===== src/core/ssrs_pkg.sv =====
// constants and state type shared by the supply reset supervisor
package ssrs_pkg;
    // rc oscillator rate and power-up delay
    localparam int unsigned RC_FREQ_HZ       = 7600000;
    localparam int unsigned PWRUP_DELAY_US   = 8600;
    // power-up delay in oscillator cycles, rounded down
    localparam int unsigned PWRUP_CYCLES     =
        (RC_FREQ_HZ / 1000) * PWRUP_DELAY_US / 1000;
    localparam int unsigned PWRUP_CNT_W      = 17;
    // field widths and reset values
    localparam int unsigned LEVEL_W          = 2;
    localparam logic [1:0]  CORE_RESET_POR   = 2'h0;
    localparam logic [1:0]  CORE_WARN_POR    = 2'h0;
    localparam logic [1:0]  IO_WARN_POR      = 2'h0;
    // processor fetch address after reset
    localparam logic [15:0] RESET_VECTOR     = 16'h8000;
    localparam int unsigned SYNC_STAGES      = 2;
    // supervisor states, one-hot
    typedef enum logic [3:0]
    {
        SSRS_OFF    = 4'h1,
        SSRS_POR    = 4'h2,
        SSRS_COUNT  = 4'h4,
        SSRS_RUN    = 4'h8
    } ssrs_state_e;
endpackage


===== src/core/ssrs_sync.sv =====
// two flip-flop synchroniser for one asynchronous level
`timescale 1ns/1ps
module ssrs_sync
    import ssrs_pkg::*;
#(
    parameter logic INIT = 1'b0
)
(
    input  wire logic clk,
    input  wire logic rst,
    input  wire logic async_in,
    output logic      sync_out
);
    logic meta_r;     // first stage, read only by the second
    logic meta_nxt;   // next first stage
    logic sync_r;     // second stage
    logic sync_nxt;   // next second stage

    // next values of the chain
    always_comb
    begin
        meta_nxt = async_in;
        sync_nxt = meta_r;
    end

    // register the chain
    always_ff @(posedge clk)
    begin
        if (rst)
        begin
            meta_r <= INIT;
            sync_r <= INIT;
        end
        else
        begin
            meta_r <= meta_nxt;
            sync_r <= sync_nxt;
        end
    end

    assign sync_out = sync_r;
endmodule


===== src/core/ssrs_warn.sv =====
// sticky brownout warning flag for one supply
`timescale 1ns/1ps
module ssrs_warn
    import ssrs_pkg::*;
(
    input  wire logic clk,
    input  wire logic rst,
    input  wire logic enable,
    input  wire logic below,
    input  wire logic clear,
    output logic      flag
);
    logic flag_r;     // sticky warning
    logic flag_nxt;   // next warning

    // set wins over clear so a dip is never lost
    always_comb
    begin
        flag_nxt = flag_r;
        if (clear)
        begin
            flag_nxt = 1'b0;
        end
        if (enable && below)
        begin
            flag_nxt = 1'b1;
        end
    end

    // register the flag
    always_ff @(posedge clk)
    begin
        if (rst)
        begin
            flag_r <= 1'b0;
        end
        else
        begin
            flag_r <= flag_nxt;
        end
    end

    assign flag = flag_r;
endmodule


===== src/core/ssrs_top.sv =====
// supply reset supervisor: reset line, power-up counter, warnings
// Contract
// - hold reset low once core supply above 1v
// - power-on threshold loads all power-on defaults
// - power-on clears core reset level to zero
// - power-up counter delays release 8.6 ms
// - release only stops driving line low
// - after release, fetch from reset vector
// - thresholds writable by software after reset
// - separate warning monitors for core, io
// - core warning raised before supply low reset
// - below reset level: pull line, halt, defaults
// - core reset level survives brownout reset
// - below reset level keeps reset asserted
// - brownout recovery skips counter, brownout defaults
// - below power-on threshold repeats full power-up
// - open-drain reset line, external low resets
`timescale 1ns/1ps
module ssrs_top
    import ssrs_pkg::*;
(
    input  wire logic        clk,
    input  wire logic        rst,
    input  wire logic        core_above_1v,
    input  wire logic        core_above_por,
    input  wire logic        core_above_reset,
    input  wire logic        core_above_warn,
    input  wire logic        io_above_warn,
    input  wire logic        reset_line_in,
    input  wire logic        rc_tick,
    input  wire logic        level_wr,
    input  wire logic [1:0]  core_warn_level_wd,
    input  wire logic [1:0]  io_warn_level_wd,
    input  wire logic [1:0]  core_reset_level_wd,
    input  wire logic        core_warn_clr,
    input  wire logic        io_warn_clr,
    output logic             reset_line_out,
    output logic             reset_line_oe,
    output logic             cpu_reset,
    output logic             por_defaults,
    output logic             bor_defaults,
    output logic [15:0]      fetch_addr,
    output logic             fetch_start,
    output logic [1:0]       core_warn_level,
    output logic [1:0]       io_warn_level,
    output logic [1:0]       core_reset_level,
    output logic             core_warn_irq,
    output logic             io_warn_irq,
    output logic             supply_warning_interrupt
);
    // synchronised comparator and pin levels
    logic        s_1v;            // core above 1v
    logic        s_por;           // core above power-on level
    logic        s_rst;           // core above reset level
    logic        s_cwarn;         // core above warning level
    logic        s_iwarn;         // io above warning level
    logic        s_pin;           // reset line level
    // supervisor state
    ssrs_state_e state_r;         // current state
    ssrs_state_e state_nxt;       // next state
    logic [PWRUP_CNT_W-1:0] cnt_r;   // power-up counter
    logic [PWRUP_CNT_W-1:0] cnt_nxt; // next counter
    logic        drive_r;         // driving reset line low
    logic        drive_nxt;
    logic        cpu_rst_r;       // processor held in reset
    logic        cpu_rst_nxt;
    logic        por_r;           // power-on default pulse
    logic        por_nxt;
    logic        bor_r;           // brownout default pulse
    logic        bor_nxt;
    logic        start_r;         // fetch start pulse
    logic        start_nxt;
    logic        pin_low_r;       // previous external low sample
    logic        pin_low_nxt;
    logic [SYNC_STAGES-1:0] drv_hist_r;   // recent drive, spans sync lag
    logic [SYNC_STAGES-1:0] drv_hist_nxt; // next drive history
    // threshold fields
    logic [1:0]  cwl_r;
    logic [1:0]  cwl_nxt;
    logic [1:0]  iwl_r;
    logic [1:0]  iwl_nxt;
    logic [1:0]  crl_r;
    logic [1:0]  crl_nxt;
    // warning flags and their registered copies
    logic        cw_flag;
    logic        iw_flag;
    logic        cw_irq_r;
    logic        iw_irq_r;
    logic        any_irq_r;
    logic        warn_en;         // warnings armed only while running
    logic        ext_low;         // someone else holds the line low

    // synchronisers for every asynchronous input
    ssrs_sync #(.INIT(1'b0)) u_s1v   (.clk(clk), .rst(rst),
        .async_in(core_above_1v), .sync_out(s_1v));
    ssrs_sync #(.INIT(1'b0)) u_spor  (.clk(clk), .rst(rst),
        .async_in(core_above_por), .sync_out(s_por));
    ssrs_sync #(.INIT(1'b0)) u_srst  (.clk(clk), .rst(rst),
        .async_in(core_above_reset), .sync_out(s_rst));
    ssrs_sync #(.INIT(1'b1)) u_scw   (.clk(clk), .rst(rst),
        .async_in(core_above_warn), .sync_out(s_cwarn));
    ssrs_sync #(.INIT(1'b1)) u_siw   (.clk(clk), .rst(rst),
        .async_in(io_above_warn), .sync_out(s_iwarn));
    ssrs_sync #(.INIT(1'b0)) u_spin  (.clk(clk), .rst(rst),
        .async_in(reset_line_in), .sync_out(s_pin));

    // line low while we are not driving means an external reset; the
    // drive history hides the synchroniser lag after our own release,
    // so an outside hold is seen only once that lag has passed
    assign ext_low = !s_pin && !drive_r && !(|drv_hist_r);
    assign warn_en = (state_r == SSRS_RUN) && s_rst;

    // sticky warning monitors, one per supply
    ssrs_warn u_cw (.clk(clk), .rst(rst), .enable(warn_en),
        .below(!s_cwarn), .clear(core_warn_clr),
        .flag(cw_flag));
    ssrs_warn u_iw (.clk(clk), .rst(rst), .enable(warn_en),
        .below(!s_iwarn), .clear(io_warn_clr),
        .flag(iw_flag));

    // supervisor sequencing: next state, counter, drive, pulses
    always_comb
    begin
        state_nxt   = state_r;
        cnt_nxt     = cnt_r;
        drive_nxt   = drive_r;
        cpu_rst_nxt = cpu_rst_r;
        por_nxt     = 1'b0;
        bor_nxt     = 1'b0;
        start_nxt   = 1'b0;
        pin_low_nxt = ext_low;
        drv_hist_nxt = {drv_hist_r[SYNC_STAGES-2:0], drive_r};
        case (state_r)
            SSRS_OFF:
            begin
                // supply below power-on level; pull line low once above 1v
                drive_nxt   = s_1v;
                cpu_rst_nxt = 1'b1;
                if (s_por)
                begin
                    por_nxt   = 1'b1;
                    state_nxt = SSRS_POR;
                end
            end
            SSRS_POR:
            begin
                // wait for supply above reset level
                drive_nxt   = 1'b1;
                cpu_rst_nxt = 1'b1;
                cnt_nxt     = '0;
                if (!s_por)
                begin
                    state_nxt = SSRS_OFF;
                end
                else if (s_rst)
                begin
                    state_nxt = SSRS_COUNT;
                end
            end
            SSRS_COUNT:
            begin
                // power-up counter on the rc tick
                drive_nxt   = 1'b1;
                cpu_rst_nxt = 1'b1;
                if (!s_por)
                begin
                    state_nxt = SSRS_OFF;
                end
                else if (!s_rst)
                begin
                    state_nxt = SSRS_POR;
                end
                else if (rc_tick)
                begin
                    if (cnt_r == PWRUP_CNT_W'(PWRUP_CYCLES - 1))
                    begin
                        drive_nxt   = 1'b0;
                        cpu_rst_nxt = 1'b0;
                        start_nxt   = 1'b1;
                        state_nxt   = SSRS_RUN;
                    end
                    else
                    begin
                        cnt_nxt = cnt_r + 1'b1;
                    end
                end
            end
            SSRS_RUN:
            begin
                if (!s_por)
                begin
                    drive_nxt   = 1'b1;
                    cpu_rst_nxt = 1'b1;
                    state_nxt   = SSRS_OFF;
                end
                else if (!s_rst)
                begin
                    // brownout: hold everything in reset
                    drive_nxt   = 1'b1;
                    cpu_rst_nxt = 1'b1;
                    bor_nxt     = cpu_rst_r ? 1'b0 : 1'b1;
                end
                else if (ext_low)
                begin
                    cpu_rst_nxt = 1'b1;
                    drive_nxt   = 1'b0;
                end
                else if (cpu_rst_r)
                begin
                    // recovery without counter delay
                    drive_nxt   = 1'b0;
                    cpu_rst_nxt = 1'b0;
                    start_nxt   = 1'b1;
                    bor_nxt     = drive_r && !pin_low_r;
                end
            end
            default:
            begin
                state_nxt   = SSRS_OFF;
                drive_nxt   = 1'b1;
                cpu_rst_nxt = 1'b1;
            end
        endcase
    end

    // threshold fields and their default loading
    always_comb
    begin
        cwl_nxt = cwl_r;
        iwl_nxt = iwl_r;
        crl_nxt = crl_r;
        if (por_r || state_r == SSRS_OFF)
        begin
            cwl_nxt = CORE_WARN_POR;
            iwl_nxt = IO_WARN_POR;
            crl_nxt = CORE_RESET_POR;
        end
        else if (bor_r)
        begin
            cwl_nxt = CORE_WARN_POR;
            iwl_nxt = IO_WARN_POR;
            crl_nxt = crl_r;
        end
        else if (level_wr && !cpu_rst_r)
        begin
            cwl_nxt = core_warn_level_wd;
            iwl_nxt = io_warn_level_wd;
            crl_nxt = core_reset_level_wd;
        end
    end

    // register everything
    always_ff @(posedge clk)
    begin
        if (rst)
        begin
            state_r   <= SSRS_OFF;
            cnt_r     <= '0;
            drive_r   <= 1'b1;
            cpu_rst_r <= 1'b1;
            por_r     <= 1'b0;
            bor_r     <= 1'b0;
            start_r   <= 1'b0;
            pin_low_r <= 1'b0;
            drv_hist_r <= '1;
            cwl_r     <= CORE_WARN_POR;
            iwl_r     <= IO_WARN_POR;
            crl_r     <= CORE_RESET_POR;
            cw_irq_r  <= 1'b0;
            iw_irq_r  <= 1'b0;
            any_irq_r <= 1'b0;
        end
        else
        begin
            state_r   <= state_nxt;
            cnt_r     <= cnt_nxt;
            drive_r   <= drive_nxt;
            cpu_rst_r <= cpu_rst_nxt;
            por_r     <= por_nxt;
            bor_r     <= bor_nxt;
            start_r   <= start_nxt;
            pin_low_r <= pin_low_nxt;
            drv_hist_r <= drv_hist_nxt;
            cwl_r     <= cwl_nxt;
            iwl_r     <= iwl_nxt;
            crl_r     <= crl_nxt;
            cw_irq_r  <= cw_flag;
            iw_irq_r  <= iw_flag;
            any_irq_r <= cw_flag || iw_flag;
        end
    end

    // open drain: output always low, enable when pulling
    assign reset_line_out           = 1'b0;
    assign reset_line_oe            = drive_r;
    assign cpu_reset                = cpu_rst_r;
    assign por_defaults             = por_r;
    assign bor_defaults             = bor_r;
    assign fetch_addr               = RESET_VECTOR;
    assign fetch_start              = start_r;
    assign core_warn_level          = cwl_r;
    assign io_warn_level            = iwl_r;
    assign core_reset_level         = crl_r;
    assign core_warn_irq            = cw_irq_r;
    assign io_warn_irq              = iw_irq_r;
    assign supply_warning_interrupt = any_irq_r;
endmodule


===== config.mk =====
export PLATFORM = sky130hd
export DESIGN_NAME = ssrs_top
export DESIGN_NICKNAME = d
export VERILOG_FILES = /design/src/core/ssrs_pkg.sv /design/src/core/ssrs_sync.sv /design/src/core/ssrs_warn.sv /design/src/core/ssrs_top.sv
export SDC_FILE = /design/constraint.sdc
export NUM_CORES = 1
export LEC_CHECK = 0
export ABC_AREA = 1
export BUFFER_PORTS_ARGS = -buffer_cell sky130_fd_sc_hd__buf_2
export CELL_PAD_IN_SITES_DETAIL_PLACEMENT = 0
export CELL_PAD_IN_SITES_GLOBAL_PLACEMENT = 2
export CORE_AREA = 4 4 144 77
export CTS_CLUSTER_SIZE = 10
export DETAILED_ROUTE_END_ITERATION = 10
export DIE_AREA = 0 0 148 81
export PLACE_DENSITY = 0.71
export SLEW_MARGIN = 0
export SYNTH_ARGS = -nofsm -noshare
export SYNTH_HDL_FRONTEND = slang
export SYNTH_SLANG_ARGS = --single-unit
export TNS_END_PERCENT = 30

===== constraint.sdc =====
create_clock -name clk -period 1.58 [get_ports clk]
set_clock_uncertainty 0.1 [all_clocks]
set_input_delay 0.237 -clock clk [delete_from_list [all_inputs] [get_ports clk]]
set_output_delay 0.237 -clock clk [all_outputs]
set_load 0.05 [all_outputs]

==> qor.csv <==
metric;value;unit
power_density;892;nW/um2
fmax;669;MHz
clock_sinks;52;
grt_pass1_wl;11300;um
grt_remaining_overflow;0;
clock_path_buffers;2;
critPathSlowestCell;dfxtp_2;
grt_max_degree;24;
place_area;3120;um2
nets;459;
regArea;1060;um2
criticalPathCategory;register to register;
ctsRootBufferMaster;clkbuf_16;
final_cell_mix;nand2_1, nor2_1, buf_4;
yosysSeqAreaShare;0.402;
critPathMaxStageDelay;0.35;ns
path_delay_family;simple AND/OR/NAND/NOR gates;
cts_made_buffers;5;
end_kind;register;
worst_ep_required_time;1.71;ns
h-tree-depth;2;
die_area;12000;um2
num_antenna_cells;0;
antenna_found_initial;0;
hp-class;primary input to register;
die_h;81;um
grt.total_usage;0.120;
wl_met3;549;um
synth_seq_cells;52;
top_layer;met4;
firstDrtPassIters;5;
outcome;complete, no violations;
critPathMostFrequentCell;nand2_1;
period_share;0.947;
core_area;9890;um2
syn-cell-area;2590;um2
vdd_ir_drop_max;0.468;mV
drv_cap;0;
final_common_cell;nand2_1;
num_rows;26;
portBuffers;31;
cp_cell_sequence;ha_4, nand2_1, nor2_2, nand2_2, o21ai_2, nand2_1, nor2_1, nand2_1, a21oi_2;
rsz0062_at_grt;true;
clkLatencyLatePin;0.29;ns
start_util;0.262;
syn_area_per_cell;7.01;um2
period_needed;1.50;ns
globalplace.congestion;0.753;
holdWs;0.0178;ns
wl;7020;um
wl_met1;3970;um
leakage;1.35;nW
fill_cells;1089;
hold_violations;0;
viasPerCell;4.18;
ys_warn_count;0;
maxSlewViolCount;0;
multi_input_area;1360;um2
die_w;148;um
crit_buf_inv;0;
clkTransAtPathRegs;0.07;ns
routedWlPerCell;12.1;um
dr_wl_met2;2470;um
dp.final_hpwl;5300;um
grt_pass1_vias;2140;
critPathArrivalTime;1.63;ns
drc_errors;0;
ant_nets;0;
vias;2431;
critPathLaunchType;register;
drive_gt1_frac;0.315;
finalSetupTns;0;ns
synth_cells;369;
final_util;0.345;
tritoncts;yes;
stdcell_area;3410;um2
area_delta_synth_final;32.0;%
ys_types;35;
rrSetupSlack;0.08;ns
io_pins;49;
setup-violations-final;0;
drt_iter0_drc;129;
cp_max_fo;5;
## stage by stage
step | worst slack [ns] | instances | total power [mW]
floorplan | 0.0665 | 384 | 1.69
global placement | -0.0170 | 572 | 1.78
detailed placement | -0.00771 | 572 | 1.78
CTS | 0.00469 | 580 | 3.07
global route | -0.0224 | 581 | 3.20
finish | 0.0844 | 581 | 3.05
## cell type report
class,count,share of cell area
Multi-Input combinational cell,266,0.398
Sequential cell,52,0.310
Timing Repair Buffer,74,0.146
Tap cell,140,0.0513
Inverter,41,0.0451
Clock buffer,5,0.0366
Clock inverter,3,0.0136
## state kept, by name, indices dropped and copies added (netlist names), 2 cells and up
| name | cells |
|---|---|
| io_warn_level | 2 |
| core_reset_level | 2 |
| state_r | 4 |
| drv_hist_r | 2 |
| core_warn_level | 2 |
| cnt_r | 17 |
## logic make-up (layout without fill, tap and decap cells)
kind of cell	count (synthesis)	count (layout)	synth area share
DFF	52	52	0.402
buffers and inverters	66	123	0.128
AOI/OAI and AO/OA	49	49	0.106
xor gates and xnor gates	4	4	0.0135
other	2	17	0.00290
and+or+nand+nor	195	195	0.342
adders and majority gates	1	1	0.00483
## power breakdown
group / internal, mW / switching (mW)
clock: 0.754 / 0.521
combinational: 0.117 / 0.280
sequential: 1.35 / 0.0231
## timing repair
item,in CTS,in global routing
hold buffers,0,0
setup buffers,0,1
setup endpoints to repair,14,28
pin swaps,0,3
resized for setup,2,38
## synth_stat cells, drive strengths merged
cell | n | area, um2
a2111oi | 1 | 8.76
a211oi | 1 | 7.51
a21oi | 30 | 154
a31oi | 2 | 12.5
buf | 20 | 159
clkbuf | 5 | 18.8
conb | 2 | 7.51
dfxtp | 52 | 1040
ha | 1 | 12.5
inv | 41 | 154
nand2 | 80 | 330
nand3 | 32 | 175
nand4 | 5 | 37.5
nor2 | 69 | 289
nor3 | 3 | 15.0
nor3b | 1 | 7.51
o21ai | 9 | 45.0
o21bai | 3 | 22.5
o2bb2ai | 1 | 8.76
o31ai | 2 | 15.0
or2 | 5 | 31.3
xor2 | 4 | 35.0
## routing by layer
layer	up-vias	GRT usage
li1	1280	-
met1	1068	0.195
met2	79	0.147
met3	4	0.0340
met4	0	0.0249
met5	-	0
## worst paths after layout
path	start	cells after the start	to
max	cnt_r[1]	9	cnt_r[16]
min	core_above_warn	2	u_scw.meta_r
min reg2reg	u_spin.meta_r	2	u_spin.sync_out
max reg2reg	cnt_r[1]	9	cnt_r[16]
Note: power is estimated with default switching activity, not from simulation.
